### config.mk
export PLATFORM = sky130hd
export DESIGN_NAME = rcse_exec
export DESIGN_NICKNAME = d
export VERILOG_FILES = /design/src/hw/rcse_pkg.sv /design/src/hw/rcse_rot_if.sv /design/src/hw/rcse_exec.sv /design/src/hw/rcse_rot.sv
export VERILOG_INCLUDE_DIRS = /design/src /design/src/hw
export SDC_FILE = /design/constraint.sdc
export NUM_CORES = 1
export LEC_CHECK = 0
export ABC_AREA = 0
export ABC_CLOCK_PERIOD_IN_PS = 2050
export BUFFER_PORTS_ARGS = -buffer_cell sky130_fd_sc_hd__buf_2
export CORE_ASPECT_RATIO = 1.75
export CORE_MARGIN = 5
export CORE_UTILIZATION = 43
export DETAILED_ROUTE_END_ITERATION = 8
export PLACE_DENSITY = 0.87
export SYNTH_ARGS = -nofsm -noshare
export SYNTH_HDL_FRONTEND = slang
export SYNTH_SLANG_ARGS = --single-unit
### constraint.sdc
create_clock -name mclk_i -period 2.05 [get_ports mclk_i]
set_clock_uncertainty 0.05 [all_clocks]
set_input_delay 0.3075 -clock mclk_i [delete_from_list [all_inputs] [get_ports mclk_i]]
set_output_delay 0.3075 -clock mclk_i [all_outputs]
set_load 0.01 [all_outputs]
### src/hw/rcse_map.svh
// rcse_map.svh: opcodes, field positions, offsets and reset values
`ifndef RCSE_MAP_SVH
`define RCSE_MAP_SVH

// ----------------------------------------
// opcode fields
// ----------------------------------------
`define RCSE_OPC_HI 11
`define RCSE_OPC_LO 6
`define RCSE_OPC_RLC 6'h0d
`define RCSE_OPC_RRC 6'h0c
`define RCSE_OP_HALT 12'h003
`define RCSE_DST_BIT 5
`define RCSE_FA_HI 4
`define RCSE_FA_LO 0
`define RCSE_MSB 7
`define RCSE_LSB 0

// ----------------------------------------
// register offsets and bits
// ----------------------------------------
`define RCSE_ADR_CTRL 8'h00
`define RCSE_ADR_STAT 8'h04
`define RCSE_ADR_WREG 8'h08
`define RCSE_CTRL_PSA 0
`define RCSE_CTRL_WAKE 1
`define RCSE_STAT_C 0
`define RCSE_STAT_TO 1
`define RCSE_STAT_PD 2
`define RCSE_STAT_SLP 3
`define RCSE_LANE0 0

// ----------------------------------------
// reset values
// ----------------------------------------
`define RCSE_RST_W 8'h00
`define RCSE_RST_C 1'b0
`define RCSE_RST_TO 1'b1
`define RCSE_RST_PD 1'b1
`define RCSE_RST_PSA 1'b1
`define RCSE_WDT_ZERO 8'h00
`define RCSE_ZERO32 32'h0000_0000

`endif

### src/hw/rcse_pkg.sv
// rcse_pkg.sv: types shared by the rotate/halt execution block
package rcse_pkg;
    typedef logic [11:0] rcse_word_t;
    typedef logic [7:0] rcse_byte_t;
    typedef logic [4:0] rcse_faddr_t;
    typedef logic [31:0] rcse_wbdat_t;
    typedef logic [7:0] rcse_wbadr_t;
    typedef enum logic [1:0]
    {
        RCSE_RUN = 2'b01,
        RCSE_HALT = 2'b10
    } rcse_state_t;
    typedef enum logic [1:0]
    {
        RCSE_OP_NONE = 2'b00,
        RCSE_OP_RLC = 2'b01,
        RCSE_OP_RRC = 2'b10,
        RCSE_OP_HALT = 2'b11
    } rcse_op_t;
endpackage

### src/hw/rcse_rot_if.sv
// rcse_rot_if.sv: link between the core logic and the rotate unit
`timescale 1ns/1ps
`default_nettype none
interface rcse_rot_if;
    logic [7:0] src;
    logic cin;
    logic left;
    logic [7:0] res;
    logic cout;
    modport core
    (
        output src,
        output cin,
        output left,
        input res,
        input cout
    );
    modport unit
    (
        input src,
        input cin,
        input left,
        output res,
        output cout
    );
endinterface
`default_nettype wire
### src/hw/rcse_exec.sv
// rcse_exec.sv: rotate-through-carry and halt execution with wishbone regs
//
// Operation
// RL1: left rotate shifts file byte up; carry into bit 0, bit 7 to carry.
// RL2: right rotate shifts file byte down; carry into bit 7, bit 0 to carry.
// RL3: destination bit clear sends result to working register, file untouched.
// RL4: destination bit set writes result back to addressed file register.
// RL5: halt sets the time-out status bit to one.
// RL6: halt clears the power-down status bit to zero.
// RL7: halt loads watchdog with zero; clears prescaler only if assigned to it.
// RL8: halt puts the core into low-power halt and stops the oscillator.
// RL9: each opcode is one word, one cycle; file addresses 0 to 31.
`timescale 1ns/1ps
`default_nettype none
`include "rcse_map.svh"
module rcse_exec
(
    // clock, reset, enable
    input wire logic mclk_i,
    input wire logic rst_n_i,
    input wire logic ce_i,
    // instruction from the core
    input wire rcse_pkg::rcse_word_t instr_i,
    input wire logic instr_vld_i,
    input wire rcse_pkg::rcse_byte_t file_rdata_i,
    // wake from the core's wake-up logic
    input wire logic wake_i,
    // wishbone slave
    input wire logic wb_cyc_i,
    input wire logic wb_stb_i,
    input wire logic wb_we_i,
    input wire rcse_pkg::rcse_wbadr_t wb_adr_i,
    input wire logic [3:0] wb_sel_i,
    input wire rcse_pkg::rcse_wbdat_t wb_dat_i,
    output logic wb_ack_o,
    output rcse_pkg::rcse_wbdat_t wb_dat_o,
    // register file write port
    output logic file_we_o,
    output rcse_pkg::rcse_faddr_t file_addr_o,
    output rcse_pkg::rcse_byte_t file_wdata_o,
    // working register and status
    output rcse_pkg::rcse_byte_t w_o,
    output logic carry_o,
    output logic timeout_status_bit_o,
    output logic powerdown_status_bit_o,
    // watchdog and power control
    output logic wdt_clr_o,
    output logic prescaler_clr_o,
    output logic sleep_o,
    output logic osc_stop_o
);
    import rcse_pkg::*;

    // ----------------------------------------
    // decode
    // ----------------------------------------
    function automatic rcse_op_t op_decode(input rcse_word_t ins);
        rcse_op_t op;
        op = RCSE_OP_NONE;
        if (ins[`RCSE_OPC_HI:`RCSE_OPC_LO] == `RCSE_OPC_RLC)
        begin
            op = RCSE_OP_RLC;
        end
        else if (ins[`RCSE_OPC_HI:`RCSE_OPC_LO] == `RCSE_OPC_RRC)
        begin
            op = RCSE_OP_RRC;
        end
        else if (ins == `RCSE_OP_HALT)
        begin
            op = RCSE_OP_HALT;
        end
        return op;
    endfunction

    rcse_state_t state_r;
    rcse_state_t state_nxt;
    rcse_op_t op;
    logic exec;
    logic is_rot;
    logic dst_f;
    logic psa_r;
    logic sw_wake;
    logic wb_req;
    logic wb_wr;
    logic w_bus_wr;

    rcse_rot_if rot_if ();

    rcse_rot u_rot
    (
        .rot(rot_if.unit)
    );

    // one word per opcode; address field covers 0..31
    assign op = op_decode(instr_i); // [RL9]
    assign exec = ce_i && instr_vld_i && (state_r == RCSE_RUN);
    assign is_rot = (op == RCSE_OP_RLC) || (op == RCSE_OP_RRC);
    assign dst_f = instr_i[`RCSE_DST_BIT];

    assign rot_if.src = file_rdata_i;
    assign rot_if.cin = carry_o;
    assign rot_if.left = (op == RCSE_OP_RLC); // [RL1] [RL2]

    // ----------------------------------------
    // run / halt state
    // ----------------------------------------
    always_comb
    begin
        state_nxt = state_r;
        unique case (state_r)
            RCSE_RUN:
            begin
                if (exec && op == RCSE_OP_HALT)
                begin
                    state_nxt = RCSE_HALT; // [RL8]
                end
            end
            RCSE_HALT:
            begin
                if (wake_i || sw_wake)
                begin
                    state_nxt = RCSE_RUN;
                end
            end
            default:
            begin
                state_nxt = RCSE_RUN;
            end
        endcase
    end

    always_ff @(posedge mclk_i or negedge rst_n_i)
    begin
        if (!rst_n_i)
        begin
            state_r <= RCSE_RUN;
        end
        else if (ce_i)
        begin
            state_r <= state_nxt;
        end
    end

    // outputs track the state from a flop of their own
    always_ff @(posedge mclk_i or negedge rst_n_i)
    begin
        if (!rst_n_i)
        begin
            sleep_o <= 1'b0;
            osc_stop_o <= 1'b0;
        end
        else if (ce_i)
        begin
            sleep_o <= (state_nxt == RCSE_HALT); // [RL8]
            osc_stop_o <= (state_nxt == RCSE_HALT); // [RL8]
        end
    end

    // ----------------------------------------
    // working register
    // ----------------------------------------
    // instruction result beats a same-cycle bus write
    always_ff @(posedge mclk_i or negedge rst_n_i)
    begin
        if (!rst_n_i)
        begin
            w_o <= `RCSE_RST_W;
        end
        else if (ce_i)
        begin
            if (exec && is_rot && !dst_f)
            begin
                w_o <= rot_if.res; // [RL3]
            end
            else if (w_bus_wr)
            begin
                w_o <= wb_dat_i[`RCSE_MSB:`RCSE_LSB];
            end
        end
    end

    // ----------------------------------------
    // file write-back
    // ----------------------------------------
    always_ff @(posedge mclk_i or negedge rst_n_i)
    begin
        if (!rst_n_i)
        begin
            file_we_o <= 1'b0;
            file_addr_o <= '0;
            file_wdata_o <= '0;
        end
        else if (ce_i)
        begin
            file_we_o <= exec && is_rot && dst_f; // [RL4] [RL3]
            if (exec && is_rot && dst_f)
            begin
                file_addr_o <= instr_i[`RCSE_FA_HI:`RCSE_FA_LO]; // [RL4]
                file_wdata_o <= rot_if.res; // [RL4]
            end
        end
    end

    // ----------------------------------------
    // carry
    // ----------------------------------------
    always_ff @(posedge mclk_i or negedge rst_n_i)
    begin
        if (!rst_n_i)
        begin
            carry_o <= `RCSE_RST_C;
        end
        else if (ce_i && exec && is_rot)
        begin
            carry_o <= rot_if.cout; // [RL1] [RL2]
        end
    end

    // ----------------------------------------
    // time-out and power-down status
    // ----------------------------------------
    always_ff @(posedge mclk_i or negedge rst_n_i)
    begin
        if (!rst_n_i)
        begin
            timeout_status_bit_o <= `RCSE_RST_TO;
            powerdown_status_bit_o <= `RCSE_RST_PD;
        end
        else if (ce_i && exec && op == RCSE_OP_HALT)
        begin
            timeout_status_bit_o <= 1'b1; // [RL5]
            powerdown_status_bit_o <= 1'b0; // [RL6]
        end
    end

    // ----------------------------------------
    // watchdog clear pulses
    // ----------------------------------------
    // pulse means the watchdog loads RCSE_WDT_ZERO
    always_ff @(posedge mclk_i or negedge rst_n_i)
    begin
        if (!rst_n_i)
        begin
            wdt_clr_o <= 1'b0;
            prescaler_clr_o <= 1'b0;
        end
        else if (ce_i)
        begin
            wdt_clr_o <= exec && op == RCSE_OP_HALT; // [RL7]
            prescaler_clr_o <= exec && op == RCSE_OP_HALT && psa_r; // [RL7]
        end
    end

    // ----------------------------------------
    // wishbone slave
    // ----------------------------------------
    // one wait state; ack drops in the cycle after it rose
    assign wb_req = wb_cyc_i && wb_stb_i && !wb_ack_o;
    assign wb_wr = ce_i && wb_req && wb_we_i;
    assign w_bus_wr = wb_wr && wb_adr_i == `RCSE_ADR_WREG && wb_sel_i[`RCSE_LANE0];
    assign sw_wake = wb_wr && wb_adr_i == `RCSE_ADR_CTRL && wb_sel_i[`RCSE_LANE0]
                     && wb_dat_i[`RCSE_CTRL_WAKE];

    always_ff @(posedge mclk_i or negedge rst_n_i)
    begin
        if (!rst_n_i)
        begin
            psa_r <= `RCSE_RST_PSA;
        end
        else if (wb_wr && wb_adr_i == `RCSE_ADR_CTRL && wb_sel_i[`RCSE_LANE0])
        begin
            psa_r <= wb_dat_i[`RCSE_CTRL_PSA];
        end
    end

    always_ff @(posedge mclk_i or negedge rst_n_i)
    begin
        if (!rst_n_i)
        begin
            wb_ack_o <= 1'b0;
        end
        else if (ce_i)
        begin
            wb_ack_o <= wb_req;
        end
    end

    // unmapped offsets read zero and ignore writes
    always_ff @(posedge mclk_i or negedge rst_n_i)
    begin
        if (!rst_n_i)
        begin
            wb_dat_o <= `RCSE_ZERO32;
        end
        else if (ce_i)
        begin
            wb_dat_o <= `RCSE_ZERO32;
            if (wb_req && !wb_we_i)
            begin
                unique case (wb_adr_i)
                    `RCSE_ADR_CTRL:
                    begin
                        wb_dat_o[`RCSE_CTRL_PSA] <= psa_r;
                    end
                    `RCSE_ADR_STAT:
                    begin
                        wb_dat_o[`RCSE_STAT_C] <= carry_o;
                        wb_dat_o[`RCSE_STAT_TO] <= timeout_status_bit_o;
                        wb_dat_o[`RCSE_STAT_PD] <= powerdown_status_bit_o;
                        wb_dat_o[`RCSE_STAT_SLP] <= sleep_o;
                    end
                    `RCSE_ADR_WREG:
                    begin
                        wb_dat_o[`RCSE_MSB:`RCSE_LSB] <= w_o;
                    end
                    default:
                    begin
                        wb_dat_o <= `RCSE_ZERO32;
                    end
                endcase
            end
        end
    end
endmodule
`default_nettype wire

### src/hw/rcse_rot.sv
// rcse_rot.sv: 9-bit rotate of a byte through the carry
`timescale 1ns/1ps
`default_nettype none
`include "rcse_map.svh"
module rcse_rot
(
    // operands and result
    rcse_rot_if.unit rot
);
    import rcse_pkg::*;

    always_comb
    begin
        if (rot.left)
        begin
            rot.res = {rot.src[`RCSE_MSB-1:`RCSE_LSB], rot.cin};
            rot.cout = rot.src[`RCSE_MSB];
        end
        else
        begin
            rot.res = {rot.cin, rot.src[`RCSE_MSB:`RCSE_LSB+1]};
            rot.cout = rot.src[`RCSE_LSB];
        end
    end
endmodule
`default_nettype wire

# Word-level counts from Yosys, hierarchy flattened
# Cells that the tools add are included.
totals:
  reg_bits: 63
  input_bits: 72
  output_inout_bits: 62
  wordCells: 67
classes:
  eq_ne: 11
  n_mux: 14
  reduce_logical: 29
ops:
  columns: ["op", "count"]
  rows:
  - ["$mux 8", 4]
  - ["$logic_and 1x1->1", 20]
  - ["$eq 12x2->1 const B", 1]
  - ["$eq 6x4->1 const B", 2]
  - ["$mux 2", 5]
  - ["$eq 2x2->1 const B", 4]
  - ["$eq 8x3->1 const B", 1]
  - ["$eq 8x4->1 const B", 1]
  - ["$logic_not 8->1", 1]
  - ["$pmux 3 s2", 1]
  - ["$eq 2x1->1 const B", 2]
  - ["$mux 4", 1]
  - ["$pmux 2 s2", 1]
  - ["$reduce_and 2->1", 2]
  - ["$logic_not 1->1", 3]
  - ["$pmux 1 s3", 1]
  - ["$logic_or 1x1->1", 2]
  - ["$reduce_bool 2->1", 1]
  - ["$mux 1", 1]

# Logic depth before layout (Yosys ltp)
logic_depth:
  depth_word: 11
  mapped_depth: 11
  mapped_depth_nobuf: 8

# Hierarchy
# Synthesis repeated with hierarchy kept, for this count alone.
unflattened:
  cells_unflattened: 188
  area_unflattened_um2: 2207.1
modules_own_cells:
  columns: ["mod", "n_inst", "cells_per_inst", "area_each_um2", "seq_area_each_um2"]
  rows:
  - ["rcse_exec", 1, 178, 2060.7, 979.7]
  - ["rcse_rot", 1, 10, 146.4, 0.0]

# Worst setup path before layout
# Ideal clock, no wire load.
synth_path:
  kind: "in2reg"
  start: "input instr_i[11]"
  end: "register file_addr_o[2]"
  t_arrival_ps: 2293
  required_time_ps: 1875
  slack_ps: -418
  cell_stages: 9
  path_buffers: 2
  cell_sequence: "nor3_1 -> and4_1 -> buf_2 -> o21bai_1 -> ha_1 -> and4_1 -> nand2_1 -> clkbuf_1 -> mux2_2"
synth_via:
  elab_chain_cells: 9
synth_lines:
  columns: ["element", "line", "source"]
  rows:
  - ["from (decl)", "rcse_exec.sv:23", "input wire rcse_pkg::rcse_word_t instr_i,"]
  - ["$eq 12x2->1 (no line)", null, null]
  - ["$mux 2", "rcse_exec.sv:68", "else if (ins == `RCSE_OP_HALT)"]
  - ["$mux 2", "rcse_exec.sv:64", "else if (ins[`RCSE_OPC_HI:`RCSE_OPC_LO] == `RCSE_OPC_RRC)"]
  - ["$mux 2 (*)", "rcse_exec.sv:60", "if (ins[`RCSE_OPC_HI:`RCSE_OPC_LO] == `RCSE_OPC_RLC)"]
  - ["$eq 2x1->1 / $eq 2x2->1 (equally long branches)", "rcse_exec.sv:97", "assign is_rot = (op == RCSE_OP_RLC) || (op == RCSE_OP_RRC);"]
  - ["$logic_or 1x1->1 (*)", "rcse_exec.sv:97", null]
  - ["$logic_and 1x1->1 (*) (2 in series)", "rcse_exec.sv:196", "if (exec && is_rot && dst_f)"]
  - ["$reduce_and 2->1 (no line) (*)", null, null]
  - ["to (signal assigned)", "rcse_exec.sv:198", "file_addr_o <= instr_i[`RCSE_FA_HI:`RCSE_FA_LO];"]
  - ["to (decl)", "rcse_exec.sv:39", "output rcse_pkg::rcse_faddr_t file_addr_o,"]
# Every way passes the cells marked *; elsewhere a longest branch is shown, timed or not.
# A chain may end at the register's enable or synchronous reset.

# Worst setup path after layout
layout_path:
  start: "input instr_i[3]"
  end: "register file_addr_o[0]"
layout_via:
  elab_chain_cells: 9
layout_lines:
  columns: ["element", "line"]
  rows:
  - ["$eq 12x2->1 (no line) (*)", null]
  - ["$mux 2 (*)", "rcse_exec.sv:68"]
  - ["$mux 2 (*)", "rcse_exec.sv:64"]
  - ["$mux 2 (*)", "rcse_exec.sv:60"]
  - ["$eq 2x1->1 / $eq 2x2->1 (equally long branches)", "rcse_exec.sv:97"]
  - ["$logic_or 1x1->1 (*)", "rcse_exec.sv:97"]
  - ["$logic_and 1x1->1 (*) (2 in series)", "rcse_exec.sv:196"]
  - ["$reduce_and 2->1 (no line) (*)", null]
# Marks and branches as above.

==> results.py <==
metrics = {
    "job": {
        "drv_cap": 0,
    },
    "cts": {
        "cts.sinks": 39,
        "postCtsSetupRepairBufs": 0,
        "clkTransAtPathRegs_ns": 0.07,
        "cts_buffers": 5,
        "cts_tree": "built",
        "clk_latency_ns": 0.28,
        "root_buffer": "clkbuf_8",
        "clockBufferDepth": 2,
        "cts_htree_levels": 2,
    },
    "global_route": {
        "grtUsageTotal": 0.170,
        "grt_pass1_vias": 1969,
        "grt_remaining_overflow": 0,
        "grt_pass1_wl_um": 8880,
        "antenna_found_initial": 0,
        "grt_max_degree": 40,
    },
    "final_layout": {
        "syn_to_final_growth_pct": 27.7,
        "layout_commonest_cell": "buf_2",
        "fillers": 448,
        "finish.instance_area_mm2": 0.00273,
        "mostFrequentLayoutCells": "buf_2 (81), dfrtp_1 (36), conb_1 (25)",
        "layout-drive-gt1-share": 0.409,
        "layout.nets": 377,
        "instances_no_fill": 357,
        "diodes": 0,
    },
    "pwr": {
        "ir_drop_uv": 393,
        "power.total_mw": 1.75,
        "powerDensity_mw_per_mm2": 641,
        "p_leak_nw": 1.42,
    },
    "synth": {
        "mappedNetlistArea_mm2": 0.00214,
        "synth-main-ff-cell": "dfrtp_1",
        "synth-async-reset-ratio": 1.00,
        "synth-seq-cells": 39,
        "synth_cell_types": 41,
        "synth-edff-count": 0,
        "yosys_warnings": 0,
        "ys_seq_area_frac": 0.459,
        "avgSynthCellArea_um2": 10.2,
        "syn-instance-count": 209,
    },
    "die": {
        "initial_utilization": 0.437,
        "core_mm2": 0.00489,
        "io_pins": 134,
        "die_w_um": 63.3,
        "die_h_um": 103,
        "dieArea_mm2": 0.00653,
        "num_rows": 34,
    },
    "sta": {
        "finalHoldViolCount": 0,
        "finalSetupViolCount": 0,
        "max_freq_ghz": 0.537,
        "finalSetupTns_ns": 0,
        "hold_ws_ns": 0.0210,
        "tightest_slew_ns": 0.509,
        "rsz0062_at_grt": "no",
        "drv_slew": 0,
        "fin_crit_ns": 1.86,
        "finalCritPeriodShare": 0.909,
        "max-slew-margin-rel": 0.661,
    },
    "detailed_routing": {
        "drt-wirelength-per-cell_um": 15.9,
        "vias_per_cell": 5.19,
        "drc_errors": 0,
        "ant_nets": 0,
        "drt-pass1-iter-count": 4,
        "wirelength_um": 5680,
        "vias": 1853,
        "drt-initial-drc-count": 40,
    },
    "critical_path": {
        "r2r_setup_slack_ns": 0.31,
        "reg2reg_depth": 6,
        "cp_slowest_cell": "mux2_2",
        "r2r_start": "wb_ack_o",
        "worstPathArrival_ns": 1.98,
        "critPathMaxFanout": 7,
        "start_kind": "input pin",
        "crit_required_ns": 2.16,
        "r2r-end": "w_o[4]",
        "critPathKind": "in2reg",
        "max_stage_delay_ns": 0.34,
        "crit_path_end_kind": "register",
        "cp_cell_sequence": "buf_2 -> nor4_4 -> buf_4 -> nand4_1 -> o21bai_1 -> ha_1 -> and4_4 -> nand2_4 -> mux2_2",
    },
    "placed_design": {
        "port_buffers": 81,
        "gp_congestion": 0.794,
        "place_inst": 348,
        "place_hpwl_um": 4450,
        "post_dp_cell_area_mm2": 0.00259,
    },
    "hold_path": {
        "holdCritPathClass": "in2async",
    },
    "outcome": {
        "status": "completed",
    },
}
-- worst max path at each step --
stage,from,to,depth (start not counted)
after detailed placement,instr_i[3],file_addr_o[0],9
after CTS,instr_i[3],w_o[4],11
after global routing,instr_i[3],file_wdata_o[3],11
after global placement,instr_i[3],file_addr_o[1],9
final,instr_i[3],file_addr_o[0],9
after floorplan,instr_i[11],file_addr_o[2],9
-- metrics by stage --
stage                      util  worst slack (ns)
after floorplan               -           0.00109
after global placement    0.530            -0.191
after detailed placement  0.530            -0.220
after CTS                 0.549            0.0678
after global routing      0.558           0.00538
final                     0.558             0.187
-- worst max-delay path, delay by kind of cell --
kind | cells | cell delay (ns)
and+or+nand+nor | 4 | 0.66
AOI/OAI and AO/OA | 1 | 0.17
adders and majority gates | 1 | 0.24
muxes | 1 | 0.34
buffers and inverters | 2 | 0.26
-- registers in the layout, indices dropped and copies added, names as in the netlist --
name / flops
carry_o: 1
file_addr_o: 5
osc_stop_o: 1
file_wdata_o: 8
wb_ack_o: 1
wb_dat_o: 8
file_we_o: 1
prescaler_clr_o: 1
powerdown_status_bit_o: 1
w_o: 8
state_r: 2
wdt_clr_o: 1
psa_r: 1
-- cells in the mapped netlist (2+ instances only) --
library cell | count | area share
a21oi_1 | 7 | 0.016
a22o_1 | 4 | 0.016
a22oi_1 | 3 | 0.011
and4_1 | 2 | 0.0082
buf_4 | 27 | 0.095
buf_6 | 2 | 0.011
clkbuf_1 | 5 | 0.0088
conb_1 | 2 | 0.0035
dfrtp_1 | 36 | 0.42
dfstp_2 | 3 | 0.037
ha_1 | 3 | 0.018
inv_1 | 9 | 0.016
mux2_2 | 6 | 0.032
mux2i_1 | 10 | 0.047
nand2_1 | 14 | 0.025
nand2b_1 | 3 | 0.0088
nand3_1 | 10 | 0.023
nand3b_1 | 8 | 0.028
nand4_1 | 4 | 0.012
nand4b_1 | 2 | 0.0082
nor2_1 | 6 | 0.011
nor4_1 | 3 | 0.0088
nor4_4 | 2 | 0.020
o211ai_1 | 8 | 0.028
o21ai_0 | 12 | 0.028
o21ai_1 | 3 | 0.0070
-- timing repair --
item	4_1_cts	5_1_grt
hold endpoints to repair	0	0
resized for setup	0	3
endpoints found under the setup margin	0	21
hold buffers	0	0
-- layout make-up --
type / instances / area [um^2] / share of cell area
tap: 54 / 67.6 / 0.0248
sequential: 39 / 980 / 0.359
inverter: 10 / 37.5 / 0.0138
multi-input combinational: 148 / 988 / 0.362
timing repair buffer: 98 / 563 / 0.206
clock inverter: 1 / 5.00 / 0.00183
clock buffer: 7 / 86.3 / 0.0317
-- metal layers --
metal	GRT usage	routed length, um
met1	0.185	2080
met2	0.310	3070
met3	0.0324	381
met4	0.0896	140
met5	0	0
-- where the power goes --
part	switching, mW	total, mW	leakage, nW	internal [mW]
clock	0.255	0.527	0.0482	0.271
combinational	0.204	0.345	0.843	0.141
sequential	0.0448	0.878	0.527	0.833
-- cell families (layout without fill, tap and decap cells) --
| logic type | Yosys count | in the layout | share of synthesized area |
|---|---|---|---|
| compound gates | 44 | 44 | 0.135 |
| fa+ha+maj | 3 | 3 | 0.0176 |
| buf+inv | 45 | 116 | 0.134 |
| flops | 39 | 39 | 0.459 |
| mux | 16 | 16 | 0.0785 |
| other cells | 2 | 25 | 0.00352 |
| simple gates | 60 | 60 | 0.173 |
Power figures use the tool's default switching activity.
